## src/logic/phy_fc_consts.vh

```
`ifndef PHY_FC_CONSTS_VH
`define PHY_FC_CONSTS_VH

// ********************************************************************
// Register addresses (6-bit ULPI register space)
// ********************************************************************
`define FC_ADDR_WRITE      6'h04
`define FC_ADDR_SET        6'h05
`define FC_ADDR_CLEAR      6'h06

// ********************************************************************
// Field positions
// ********************************************************************
`define FC_BIT_RESERVED    7
`define FC_BIT_LOW_POWER_N 6
`define FC_BIT_CORE_RESET  5
`define FC_OPSEL_HI        4
`define FC_OPSEL_LO        3
`define FC_BIT_TERM        2
`define FC_SPEED_HI        1
`define FC_SPEED_LO        0

// ********************************************************************
// Reset value and field encodings
// ********************************************************************
`define FC_RESET_VALUE     8'h41
`define OPSEL_NORMAL       2'h0
`define OPSEL_NON_DRIVING  2'h1
`define OPSEL_NO_STUFF     2'h2
`define OPSEL_NO_SYNC_EOP  2'h3
`define SPEED_HIGH         2'h0
`define SPEED_FULL         2'h1
`define SPEED_LOW          2'h2
`define SPEED_LOW_ON_FULL  2'h3

// ********************************************************************
// Timing: core reset duration in ns, and in 4 ns clock cycles
// ********************************************************************
`define CORE_RESET_NS      100
`define CLK_PERIOD_NS      4
`define CORE_RESET_CYCLES  \
    ((`CORE_RESET_NS + `CLK_PERIOD_NS - 1) / `CLK_PERIOD_NS)

`endif

```

## src/logic/core_reset_timer.v

```verilog
`include "phy_fc_consts.vh"

// ********************************************************************
// Counts the digital core reset duration after a start pulse
// ********************************************************************
module core_reset_timer
#(
    parameter CYCLES = `CORE_RESET_CYCLES
)
(
    input  wire sys_clk_i,
    input  wire sys_rst_i,
    input  wire start_i,
    output wire busy_o,
    output wire done_o
);
    reg [15:0] count_reg;
    reg        busy_reg;
    reg        done_reg;

    // Load on start, count down, pulse done at zero
    always @(posedge sys_clk_i or posedge sys_rst_i)
    begin
        if (sys_rst_i)
        begin
            count_reg <= 16'h0000;
            busy_reg  <= 1'b0;
            done_reg  <= 1'b0;
        end
        else
        begin
            done_reg <= 1'b0;
            if (start_i && !busy_reg)
            begin
                count_reg <= CYCLES[15:0] - 16'h0001;
                busy_reg  <= 1'b1;
            end
            else if (busy_reg)
            begin
                if (count_reg == 16'h0000)
                begin
                    busy_reg <= 1'b0;
                    done_reg <= 1'b1;
                end
                else
                    count_reg <= count_reg - 16'h0001;
            end
        end
    end

    assign busy_o = busy_reg;
    assign done_o = done_reg;
endmodule // core_reset_timer

```

## src/logic/ulpi_phy_function_control.v

```verilog
`include "phy_fc_consts.vh"

module ulpi_phy_function_control
#(
    parameter RESET_CYCLES = `CORE_RESET_CYCLES
)
(
    input  wire       sys_clk_i,
    input  wire       sys_rst_i,
    // Register write port from the ULPI register engine
    input  wire       reg_wr_i,
    input  wire [5:0] reg_addr_i,
    input  wire [7:0] reg_wdata_i,
    output wire [7:0] reg_rdata_o,
    // Link wake-up request (STP while in low power)
    input  wire       stp_i,
    // Resistor controls from the OTG control register
    input  wire       dplus_pull_low_en_i,
    input  wire       dminus_pull_low_en_i,
    // Bus direction and RXCMD update request
    output wire       dir_o,
    output wire       rxcmd_update_o,
    // Transceiver controls
    output wire       low_power_o,
    output wire       core_reset_o,
    output wire       hs_xcvr_en_o,
    output wire       fs_xcvr_en_o,
    output wire       ls_xcvr_en_o,
    output wire       ls_preamble_en_o,
    output wire       tx_non_driving_o,
    output wire       tx_no_stuff_nrzi_o,
    output wire       tx_no_sync_eop_o,
    output wire       fs_pullup_en_o,
    output wire       hs_term_en_o
);
    // ****************************************************************
    // Register and state
    // ****************************************************************
    localparam ST_IDLE  = 3'b001;
    localparam ST_RESET = 3'b010;
    localparam ST_CMD   = 3'b100;

    reg  [7:0] function_control_reg;
    reg  [7:0] function_control_next;
    reg  [2:0] state_reg;
    reg  [2:0] state_next;
    reg        rxcmd_reg;
    reg  [7:0] ctrl_out_reg;
    wire       timer_busy;
    wire       timer_done;
    wire       start_reset;

    wire [1:0] tx_operation_select;
    wire [1:0] transceiver_speed_select;
    wire       termination_select;
    wire       low_power_n;

    assign low_power_n              =
        function_control_reg[`FC_BIT_LOW_POWER_N];
    assign tx_operation_select      =
        function_control_reg[`FC_OPSEL_HI:`FC_OPSEL_LO];
    assign transceiver_speed_select =
        function_control_reg[`FC_SPEED_HI:`FC_SPEED_LO];
    assign termination_select       = function_control_reg[`FC_BIT_TERM];

    // Start the core reset once, from idle, on the bit being seen set
    assign start_reset = (state_reg == ST_IDLE) &&
                         function_control_reg[`FC_BIT_CORE_RESET];

    // ****************************************************************
    // Register write, set, clear and hardware updates
    // ****************************************************************
    // Hardware updates are applied after software so they always win
    always @*
    begin
        function_control_next = function_control_reg;
        if (reg_wr_i)
        begin
            case (reg_addr_i)
                `FC_ADDR_WRITE:
                    function_control_next = reg_wdata_i;
                `FC_ADDR_SET:
                    function_control_next = function_control_reg
                                            | reg_wdata_i;
                `FC_ADDR_CLEAR:
                    function_control_next = function_control_reg
                                            & ~reg_wdata_i;
                default:
                    function_control_next = function_control_reg;
            endcase
        end
        // STP wakes the PHY; the bit returns to powered on its own
        if (!low_power_n && stp_i)
            function_control_next[`FC_BIT_LOW_POWER_N] = 1'b1;
        // Self-clear of the reset bit when the core reset completes
        if (timer_done)
            function_control_next[`FC_BIT_CORE_RESET] = 1'b0;
    end

    // Register file survives the core reset; only sys_rst_i reloads it, with FC_RESET_VALUE
    always @(posedge sys_clk_i or posedge sys_rst_i)
    begin
        if (sys_rst_i)
            function_control_reg <= `FC_RESET_VALUE;
        else
            function_control_reg <= function_control_next;
    end

    // ****************************************************************
    // Core reset sequence
    // ****************************************************************
    core_reset_timer
    #(
        .CYCLES (RESET_CYCLES)
    )
    u_timer
    (
        .sys_clk_i (sys_clk_i),
        .sys_rst_i (sys_rst_i),
        .start_i   (start_reset),
        .busy_o    (timer_busy),
        .done_o    (timer_done)
    );

    // Idle, hold DIR during reset, then one RXCMD update
    always @*
    begin
        state_next = state_reg;
        case (state_reg)
            ST_IDLE:
                if (start_reset)
                    state_next = ST_RESET;
            ST_RESET:
                if (timer_done)
                    state_next = ST_CMD;
            ST_CMD:
                state_next = ST_IDLE;
            default:
                state_next = ST_IDLE;
        endcase
    end

    always @(posedge sys_clk_i or posedge sys_rst_i)
    begin
        if (sys_rst_i)
        begin
            state_reg <= ST_IDLE;
            rxcmd_reg <= 1'b0;
        end
        else
        begin
            state_reg <= state_next;
            rxcmd_reg <= (state_next == ST_CMD);
        end
    end

    // Link relies on DIR to know when the bus is usable again
    assign dir_o          = (state_reg == ST_RESET);
    assign core_reset_o   = timer_busy;
    assign rxcmd_update_o = rxcmd_reg;
    assign reg_rdata_o    = function_control_reg;

    // ****************************************************************
    // Transceiver control decode (bit 7 deliberately unused)
    // ****************************************************************
    // Registered so that the speed and operation decodes change together
    always @(posedge sys_clk_i or posedge sys_rst_i)
    begin
        if (sys_rst_i)
            ctrl_out_reg <= 8'h00;
        else
        begin
            ctrl_out_reg[0] <=
                (transceiver_speed_select == `SPEED_HIGH);
            ctrl_out_reg[1] <=
                (transceiver_speed_select == `SPEED_FULL) ||
                (transceiver_speed_select == `SPEED_LOW_ON_FULL);
            ctrl_out_reg[2] <=
                (transceiver_speed_select == `SPEED_LOW);
            ctrl_out_reg[3] <=
                (transceiver_speed_select == `SPEED_LOW_ON_FULL);
            ctrl_out_reg[4] <=
                (tx_operation_select == `OPSEL_NON_DRIVING);
            ctrl_out_reg[5] <=
                (tx_operation_select == `OPSEL_NO_STUFF);
            ctrl_out_reg[6] <=
                (tx_operation_select == `OPSEL_NO_SYNC_EOP);
            ctrl_out_reg[7] <= 1'b0;
        end
    end

    // HS and LS transceivers powered down whenever the active-low suspend bit is zero
    assign low_power_o        = ~low_power_n;
    assign hs_xcvr_en_o       = ctrl_out_reg[0] & low_power_n;
    assign fs_xcvr_en_o       = ctrl_out_reg[1];
    assign ls_xcvr_en_o       = ctrl_out_reg[2] & low_power_n;
    assign ls_preamble_en_o   = ctrl_out_reg[3];
    assign tx_non_driving_o   = ctrl_out_reg[4];
    assign tx_no_stuff_nrzi_o = ctrl_out_reg[5];
    assign tx_no_sync_eop_o   = ctrl_out_reg[6];

    // Simplified resistor table: pulldowns both on means host role
    assign fs_pullup_en_o = termination_select &&
        !(dplus_pull_low_en_i && dminus_pull_low_en_i) &&
        (transceiver_speed_select != `SPEED_HIGH) &&
        (tx_operation_select != `OPSEL_NON_DRIVING);
    assign hs_term_en_o   = !termination_select &&
        (transceiver_speed_select == `SPEED_HIGH) &&
        (tx_operation_select != `OPSEL_NON_DRIVING) && low_power_n;
endmodule // ulpi_phy_function_control

```

## config.mk

```make
export PLATFORM = sky130hd
export DESIGN_NAME = ulpi_phy_function_control
export DESIGN_NICKNAME = d
export VERILOG_FILES = /design/src/logic/core_reset_timer.v /design/src/logic/ulpi_phy_function_control.v
export VERILOG_INCLUDE_DIRS = /design/src /design/src/logic
export SDC_FILE = /design/constraint.sdc
export NUM_CORES = 1
export LEC_CHECK = 0
export ABC_AREA = 1
export BUFFER_PORTS_ARGS = -buffer_cell sky130_fd_sc_hd__buf_2
export CAP_MARGIN = 20
export CORE_MARGIN = 2
export CORE_UTILIZATION = 48
export CTS_CLUSTER_SIZE = 24
export DETAILED_ROUTE_END_ITERATION = 6
export PLACE_DENSITY = 0.87
export SKIP_CTS_REPAIR_TIMING = 1
export SLEW_MARGIN = 20
export SYNTH_ARGS = -nofsm -noshare
export SYNTH_HDL_FRONTEND = slang
export SYNTH_SLANG_ARGS = --single-unit
```

## constraint.sdc

```tcl
create_clock -name sys_clk_i -period 1.4 [get_ports sys_clk_i]
set_input_delay 0.14 -clock sys_clk_i [delete_from_list [all_inputs] [get_ports sys_clk_i]]
set_output_delay 0.14 -clock sys_clk_i [all_outputs]
set_load 0.005 [all_outputs]
```

==> impl_results.md, run 1 <==
- Status: finished, violations left
- Failing checks: setup timing
- Achievable Freq: 673 MHz
- Drt first-iter violations: between 200 and 250
- PD cells: 2120 mW/mm^2
- #FFs+latches synth: 37
- H-Tree Level Count: 2
- WL met2: about 3000 um
- Clk slew on worst S/H paths: approximately 80 ps
- IO Pins: approximately 40
- Post-synth EDFFs: 0
- Min Tclk post-route: 1490 ps
- Relative slew slack: 0.691
- Asr flop ratio synth: 1.00
- CORE AREA: between 0.003 and 0.004 sq mm
- Critical Path Start Type: register
- Register area share after synthesis: 0.491
- Wire length on met1: between 2000 and 2500 um
- Port Buffers: 40
- Placer Congestion: 0.878
- Peak supply drop: 1.13 mV
- Clk buf depth: 2
- Critical Path AT: about 1700 ps
- Initial Utilization: 0.509
- DR pass1 iterations: 4
- # fillers: approximately 250
- Vias per cell: 5.50
- DRC Markers: 0
- Max reg flops: 16
- Mapped Nets: roughly 270
- Mapped Cells: 250
- Total CTS buffers: 5
- HP Class: primary input to register
- Row count: 22
- Layout cell share with drive strength beyond 1: 0.422
- Routed WL: ~6000 um
- Final worst setup slack: -86.2 ps
- Leak: approximately 1.5 nW
- Synthesized area: 0.00189 sq mm
- Die area: between 0.004 and 0.005 sq mm
- Vias in the first global route: between 1500 and 2000
- Synth Flop Type: dfrtp_1
- Die height: roughly 67 um
- Design area: approximately 0.0027 sq mm
- Register area: just over 900 sq um
- Post-route ant nets: 0
- CTS tree: done
- Max Used Layer: met4
- CP Max Fanout: 5
- Slew @ Worst Pin: around 460 ps
- Total GRT Usage: 0.233
- TNS Setup: -881 ps
- Root Buffer: clkbuf_8
- Synth warn: 0
- DIE WIDTH: about 67 um
- Clk sink count: 37
- Syn-to-layout area delta: 44.8%
- Hold WS: between 70 and 80 ps
- Clock Latency Late Sink: around 300 ps
- Initial antenna violation count: 0
- Fin crit share: 1.06
- Via count: just over 2000
- Largest net degree at the start of global routing: 38
- First-pass GRT wire length: 7780 um
- Final hold viol count: 0
- Clock Skew: 7.87 ps
- Final setup viols: 17
- Placed instance area: approximately 0.0023 sq mm
- Layout Cells excl Fill: approximately 380
- Endpoint class of the critical path: register
- Count of pins over their slew limit: 0
- Worst endpoint required time: 1610 ps
- HPWL after DPL: approximately 3400 um
- Routed WL per cell: around 16 um
- Avg Synthesized Cell Area: 7.57 sq um
- Met3 wire len: 360 um
- GRT overflow: 0
- Multi-input logic area: between 0.001 and 0.0015 sq mm
- Netlist cell types: 26
- Total Nets Final: 349
- Crit Path Category: register to register
- RSZ-0062 raised after global routing: yes
- Max-cap violations: 0
- Inst Count DP: 360
- Ant diodes: 0
==> layout make-up <==
cell class / instances / share of cell area
Sequential cell: 37 / 0.341
Clock inverter: 2 / 0.0142
Timing Repair inverter: 1 / 0.00411
Timing Repair Buffer: 71 / 0.162
Clock buffer: 6 / 0.0265
Inverter: 38 / 0.0566
Multi-Input combinational cell: 174 / 0.374
Tap cell: 48 / 0.0219
==> per-stage QoR <==
| step | total power, W | utilization | setup slack, ps |
|---|---|---|---|
| 6_report | 0.00580 | 0.737 | -86.2 |
| 5_1_grt | 0.00613 | 0.737 | -147 |
| 4_1_cts | 0.00479 | 0.656 | -83.8 |
| 3_5_place_dp | 0.00385 | 0.626 | -43.2 |
| 3_3_place_gp | 0.00375 | 0.626 | 35.0 |
| 2_1_floorplan | 0.00296 | - | 9.71 |
==> logic make-up after synthesis <==
family                   synth area share
AO/OA/AOI/OAI                      0.0661
adder cells (fa/ha/maj)           0.00661
flip-flops                          0.491
AND/OR/NAND/NOR                     0.335
buffers and inverters              0.0820
XOR/XNOR                           0.0185
==> layer usage <==
layer	GRT usage	vias up
li1	-	940
met1	0.277	990
met2	0.399	105
met3	0.0524	39
met4	0.107	0
met5	0	-
==> worst paths after layout <==
check                      slack (ps)  cells after the start                    to                  from
min                                70                      3        reg_rdata_o[0]        reg_wdata_i[0]
max reg2reg                       -90                      8  u_timer.count_reg[1]  u_timer.count_reg[1]
min reg2reg                       460                      1        reg_rdata_o[5]        u_timer.done_o
max                               -90                      8  u_timer.count_reg[1]  u_timer.count_reg[1]
max in group asynchronous         560                      4        reg_rdata_o[6]             sys_rst_i
min in group asynchronous         480                      4  u_timer.count_reg[1]             sys_rst_i
==> Yosys cell counts (3+ instances only) <==
| master | count | share of area |
|---|---|---|
| nand4_1 | 9 | 0.030 |
| nand2_2 | 3 | 0.0099 |
| dfrtp_1 | 34 | 0.45 |
| xor2_1 | 4 | 0.019 |
| nor2_2 | 3 | 0.0099 |
| inv_1 | 36 | 0.071 |
| nor3_1 | 3 | 0.0079 |
| o21ai_1 | 3 | 0.0079 |
| nand3_1 | 16 | 0.042 |
| dfstp_2 | 3 | 0.042 |
| o21ai_0 | 15 | 0.040 |
| nor2_1 | 41 | 0.081 |
| nand2_1 | 65 | 0.13 |
==> cell usage in the layout (no fill, tap or decap), types with 4 or more instances in the layout <==
cell type	netlist	final
nand2_1	65	45
buf_2	0	40
inv_1	36	34
dfrtp_1	34	31
nor2_1	41	28
buf_4	0	28
nand2_2	3	18
o21ai_0	15	15
nand3_1	16	12
nor2_2	3	9
nor2_4	2	9
nand4_1	9	9
nand2_4	1	6
clkbuf_8	0	5
xor2_1	4	4
==> power by group <==
group          switching (W)  total [W]  leakage (nW)  internal [W]
Clock               0.000399   0.000934        0.0554      0.000535
Sequential          0.000326    0.00174         0.468       0.00141
Combinational        0.00188    0.00313         0.978       0.00125
Total                0.00260    0.00580          1.50       0.00320
==> worst max-delay path, cell delays in order (launching register included) <==
cell and delay, ps:
dfrtp_1 420, inv_2 100, ha_4 160, nand2_4 60, nor2_4 130, nand2_4 90, nand2_4 120, nand2_2 110
o22ai_1 190
Note: power is estimated with default switching activity, not from simulation.
==> run 2: changes to the inputs <==
==> constraint.sdc (replaced) <==
create_clock -name sys_clk_i -period 1.2 [get_ports sys_clk_i]
set_input_delay 0.12 -clock sys_clk_i [delete_from_list [all_inputs] [get_ports sys_clk_i]]
set_output_delay 0.12 -clock sys_clk_i [all_outputs]
set_load 0.005 [all_outputs]
==> impl_results.md, run 2 (synthesis results as in run 1) <==
- Failing checks: setup timing
- Clock Skew: 10.1 ps (+2.22 ps)
- Most common cell after layout, fill and taps aside: nand2_1
- Via count: 2102 (+1.4%)
- Achievable Freq: 674 MHz (+0.22%)
- Placer Congestion: 0.877 (-0.14%)
- CORE AREA: 0.00372 sq mm (unchanged)
- Syn-to-layout area delta: 46.0%
- Die height: 66.8 um (unchanged)
- Peak supply drop: 1.40 mV (+25%)
- Max-cap violations: 0 (unchanged)
- Hold Path Origin: reg_wdata_i[0]
- R2r startpoint: u_timer.count_reg[4]
- Critical Path Start Type: register
- DRC Markers: 0 (unchanged)
- Die area: 0.00446 sq mm (unchanged)
- Placed instance area: 0.00240 sq mm (+3.3%)
- Row count: 22 (unchanged)
- Relative slew slack: 0.788 (+0.0966)
- Total GRT Usage: 0.244 (+0.0107)
- Post-layout util: 0.743 (+0.00640)
- Critical Path AT: 1700 ps (about the same)
- Final worst setup slack: -283 ps (-197 ps)
- HP Class: primary input to register
- CTS tree: done
- Ant diodes: 0 (unchanged)
- CP Max Fanout: 5 (unchanged)
- Max reg flops: 16 (unchanged)
- Final hold viol count: 0 (unchanged)
- H-Tree Level Count: 2 (unchanged)
- Post-route ant nets: 0 (unchanged)
- Worst endpoint required time: 1420 ps (-190 ps)
- R2R setup slack: -280 ps (-200 ps)
- Fin crit share: 1.24 (+0.174)
- R2R Path End: u_timer.count_reg[1]
- PD cells: 2410 mW/mm^2 (+14%)
- First-pass GRT wire length: 7910 um (+1.7%)
- HPWL after DPL: 3570 um (+3.7%)
- Final setup viols: 22 (+5)
- Initial Utilization: 0.509 (unchanged)
- Largest net degree at the start of global routing: 32 (-16%)
- Clk slew on worst S/H paths: 80 ps (about the same)
- Root Buffer: clkbuf_8
- Clk sink count: 37 (unchanged)
- Leak: 1.51 nW (+0.69%)
- Routed WL per cell: 15.7 um (-1.7%)
- Vias per cell: 5.46 (-0.76%)
- Vias in the first global route: 1862 (-0.53%)
- Hold endpoint: reg_rdata_o[0]
- Status: finished, violations left
- RSZ-0062 raised after global routing: yes
- Commonest cells after routing, fill and taps aside: nand2_1, buf_2, buf_4
- Initial antenna violation count: 0 (unchanged)
- Drt first-iter violations: 205 (-11%)
- Port Buffers: 40 (unchanged)
- DR pass1 iterations: 5 (+1)
- Total CTS buffers: 5 (unchanged)
- Count of pins over their slew limit: 0 (unchanged)
- GRT overflow: 0 (unchanged)
- Crit Path Category: register to register
- Routed WL: 6050 um (+0.38%)
- IO Pins: 41 (unchanged)
- DIE WIDTH: 66.8 um (unchanged)
- Layout cell share with drive strength beyond 1: 0.412 (-0.0100)
- Endpoint class of the critical path: register
- Design area: 0.00276 sq mm (+0.87%)
- Hold depth: 3 (unchanged)
- Hold WS: 25.5 ps (-45.1 ps)
- Pwr Total: 0.00667 W (+15%)
- Clock Latency Late Sink: 310 ps (about the same)
- DP Worst Slack: -210 ps (-167 ps)
- Slew @ Worst Pin: 319 ps (-145 ps)
- Min Tclk post-route: 1480 ps (-3.28 ps)
- Clk buf depth: 2 (unchanged)
- R2R depth: 7 (-1)
- Total Nets Final: 357 (+2.3%)
-- run 2: changes by cell type in the layout (fill, tap and decap cells not counted), moves of 3 or more --
cell / delta
nand2_1: +8
buf_4: +7
nand2_2: -6
o21ai_1: +3
-- run 2: final cells by class --
| class | count | area (sq um) |
|---|---|---|
| clock buffer | 6 | 72.6 |
| timing repair inverter | 1 | 8.76 |
| timing repair buffer | 79 | 528 |
| fill | 229 | 953 |
| tap | 48 | 60.1 |
| inverter | 38 | 150 |
| sequential | 37 | 932 |
| clock inverter | 2 | 15.0 |
| multi-input combinational | 174 | 996 |
-- run 2: metal layers --
layer	up-vias	global-route usage	part of all wire
met2	123	0.405	0.50
met1	984	0.282	0.39
met3	34	0.0625	0.070
li1	961	-	-
met4	0	0.143	0.041
met5	-	0	0
-- run 2: how the worst max path moves through the flow --
| stage | to | from | cells after the start | slack [ps] |
|---|---|---|---|---|
| after detailed placement | u_timer.count_reg[6] | u_timer.count_reg[13] | 9 | -210 |
| after CTS | hs_term_en_o | reg_rdata_o[6] | 3 | -280 |
| final | u_timer.count_reg[1] | u_timer.count_reg[4] | 7 | -280 |
| after floorplan | u_timer.count_reg[12] | u_timer.count_reg[1] | 10 | -70 |
| after global routing | u_timer.count_reg[3] | u_timer.count_reg[14] | 7 | -370 |
| after global placement | u_timer.count_reg[6] | u_timer.count_reg[10] | 9 | -150 |
-- run 2: stage by stage --
step           setup TNS [ps]  instances
4_1_cts                 -3770        373
6_report                -4700        385
3_3_place_gp            -1880        365
5_1_grt                 -6010        385
3_5_place_dp            -2650        365
2_1_floorplan            -790        250
-- run 2: worst max-delay path, stage by stage (launching register included) --
cell and delay, ps:
dfrtp_2 450, nor2_4 150, nand2_2 100, nor2_4 180, nand2_4 100, nand2_4 120, nand2_2 110, o22ai_1 180
-- run 2: power breakdown --
part / internal, W / switching [W] / leakage [nW] / total, W
Sequential: 0.00164 / 0.000352 / 0.470 / 0.00200
Clock: 0.000409 / 0.000498 / 0.0374 / 0.000907
Combinational: 0.00157 / 0.00219 / 1.00 / 0.00377
==> run 3: changes to the inputs <==
--- a/config.mk
+++ b/config.mk
@@ -9,11 +9,11 @@
 export ABC_AREA = 1
 export BUFFER_PORTS_ARGS = -buffer_cell sky130_fd_sc_hd__buf_2
 export CAP_MARGIN = 20
-export CORE_MARGIN = 2
+export CORE_MARGIN = 4
 export CORE_UTILIZATION = 48
 export CTS_CLUSTER_SIZE = 24
 export DETAILED_ROUTE_END_ITERATION = 6
-export PLACE_DENSITY = 0.87
+export PLACE_DENSITY_LB_ADDON = 0.3
 export SKIP_CTS_REPAIR_TIMING = 1
 export SLEW_MARGIN = 20
 export SYNTH_ARGS = -nofsm -noshare
==> impl_results.md, run 3 (synthesis results as in run 1) <==
- Final hold viol count: 0 (unchanged)
- Ant diodes: 0 (unchanged)
- Buf/Inv on CP: 2 (+2)
- Critical path, cell by cell: inv_2 > ha_4 > nand2_4 > nor2_4 > nand2_4 > nand2_8 > nand2_8 > inv_4 > nand2_1 > nand2_1
- PD cells: 2340 mW/mm^2 (-3.1%)
- Crit Path Category: register to register
- Routed WL: 5670 um (-6.3%)
- DP Worst Slack: -165 ps (+45.3 ps)
- Endpoint class of the critical path: register
- CTS tree: done
- Total GRT Usage: 0.197 (-0.0469)
- Placer Congestion: 0.829 (-5.4%)
- Peak supply drop: 1.54 mV (+9.5%)
- H-Tree Level Count: 2 (unchanged)
- Drt first-iter violations: 153 (-25%)
- Relative slew slack: 0.797 (+0.00924)
- R2r startpoint: u_timer.count_reg[1]
- Clock Latency Late Sink: 290 ps (-20 ps)
- Setup crit start: u_timer.count_reg[1]
- Via count: 2038 (-3.0%)
- Final setup viols: 23 (+4.5%)
- GRT overflow: 0 (unchanged)
- Layout cell share with drive strength beyond 1: 0.447 (+0.0349)
- Leak: 1.58 nW (+4.3%)
- Pwr Total: 0.00670 W (+0.37%)
- R2R depth: 10 (+3)
- First-pass GRT wire length: 7890 um (-0.18%)
- Total Nets Final: 362 (+1.4%)
- CORE AREA: 0.00374 sq mm (+0.74%)
- Register area: 932 sq um (unchanged)
- Clk sink count: 37 (unchanged)
- Clk buf depth: 2 (unchanged)
- Post-route ant nets: 0 (unchanged)
- Inst Count DP: 369 (+1.1%)
- Min Tclk post-route: 1450 ps (-29.2 ps)
- Hold Path Origin: stp_i
- RSZ-0062 raised after global routing: yes
- Multi-input logic area: 0.00105 sq mm (+5.2%)
- CP Max Fanout: 6 (+1)
- Delay-heaviest family, CP: simple AND/OR/NAND/NOR gates
- Final worst setup slack: -254 ps (+29.2 ps)
- Clock Skew: 3.39 ps (-6.70 ps)
- Layout Cells excl Fill: 390 (+1.3%)
- Clk slew on worst S/H paths: 80 ps (about the same)
- Most common cell after layout, fill and taps aside: nand2_1
- Syn-to-layout area delta: 51.3%
- Max-cap violations: 0 (unchanged)
- DR pass1 iterations: 5 (unchanged)
- Die area: 0.00501 sq mm (+12%)
- # fillers: 236 (+3.1%)
- Die height: 70.8 um (+6.0%)
- Routed WL per cell: 14.5 um (-7.5%)
- CP peak stage delay: 400 ps (-50 ps)
- Port Buffers: 40 (unchanged)
- R2R setup slack: -250 ps (+30 ps)
- Achievable Freq: 688 MHz (+2.0%)
- Initial Utilization: 0.505 (-0.00374)
- Status: finished, violations left
- CP max stage cell: dfrtp_1
- IO Pins: 41 (unchanged)
- DIE WIDTH: 70.8 um (+6.0%)
- Hold WS: 46.2 ps (+20.7 ps)
- Slew @ Worst Pin: 304 ps (-14.5 ps)
- Count of pins over their slew limit: 0 (unchanged)
- DRC Markers: 0 (unchanged)
- Row count: 22 (unchanged)
- Largest net degree at the start of global routing: 38 (+19%)
- Total CTS buffers: 5 (unchanged)
- Commonest cells after routing, fill and taps aside: nand2_1, buf_2, buf_4
- HP Class: primary input to register
- Hold depth: 3 (unchanged)
- Fin crit share: 1.21 (-0.0243)
- Critical Path Start Type: register
- Critical Path AT: 1680 ps (-20 ps)
- Max reg flops: 16 (unchanged)
- Worst endpoint required time: 1430 ps (about the same)
- Failing checks: setup timing
- HPWL after DPL: 3480 um (-2.6%)
- Root Buffer: clkbuf_8
- Vias per cell: 5.23 (-4.3%)
- Post-layout util: 0.764 (+0.0209)
- Vias in the first global route: 1715 (-7.9%)
- R2R Path End: u_timer.count_reg[7]
- Initial antenna violation count: 0 (unchanged)
- Hold endpoint: reg_rdata_o[6]
[run 3: changes by cell type in the layout (fill, tap and decap cells not counted), moves of 2 or more]
cell	previous run	this run
nor2_2	8	11
clkinv_2	0	2
o21ai_1	4	2
nor2_1	29	27
nand2_4	4	6
nand2_1	53	50
clkinvlp_4	2	0
buf_6	4	8
[run 3: worst max-delay path by stage]
| stage | endpoint | slack (ps) | cells after the start |
|---|---|---|---|
| final | u_timer.count_reg[7] | -250 | 10 |
| after global routing | u_timer.count_reg[15] | -320 | 10 |
| after CTS | fs_pullup_en_o | -210 | 3 |
| after detailed placement | u_timer.count_reg[5] | -160 | 9 |
| after global placement | u_timer.count_reg[8] | -140 | 9 |
| after floorplan | u_timer.count_reg[12] | -70 | 10 |
[run 3: metal layers]
| layer | part of all wire | global-route usage |
|---|---|---|
| met5 | 0 | 0 |
| met4 | 0.016 | 0.0605 |
| met3 | 0.053 | 0.0440 |
| met2 | 0.52 | 0.322 |
| met1 | 0.41 | 0.260 |
[run 3: worst register-to-register path: stages (launching register included)]
cell and delay [ps]:
dfrtp_1 400, inv_2 90, ha_4 160, nand2_4 60, nor2_4 170, nand2_4 100, nand2_8 100, nand2_8 90
inv_4 100, nand2_1 60, nand2_1 50
[run 3: layout make-up]
cell class | count | share of cell area
Tap cell | 48 | 0.0210
Timing Repair Buffer | 84 | 0.202
Timing Repair inverter | 1 | 0.00219
Multi-Input combinational cell | 174 | 0.366
Clock buffer | 6 | 0.0254
Sequential cell | 37 | 0.326
Clock inverter | 2 | 0.00350
Inverter | 38 | 0.0542
[run 3: stage by stage]
stage                     area, sq um  setup TNS (ps)
after floorplan                  1930            -790
after global placement           2430           -2130
after detailed placement         2430           -2400
after CTS                        2510           -3670
after global routing             2860           -5710
final                            2860           -4220
[run 3: report_power, final]
part | internal, W | switching (W)
combinational | 0.00170 | 0.00212
sequential | 0.00164 | 0.000357
clock | 0.000403 | 0.000465
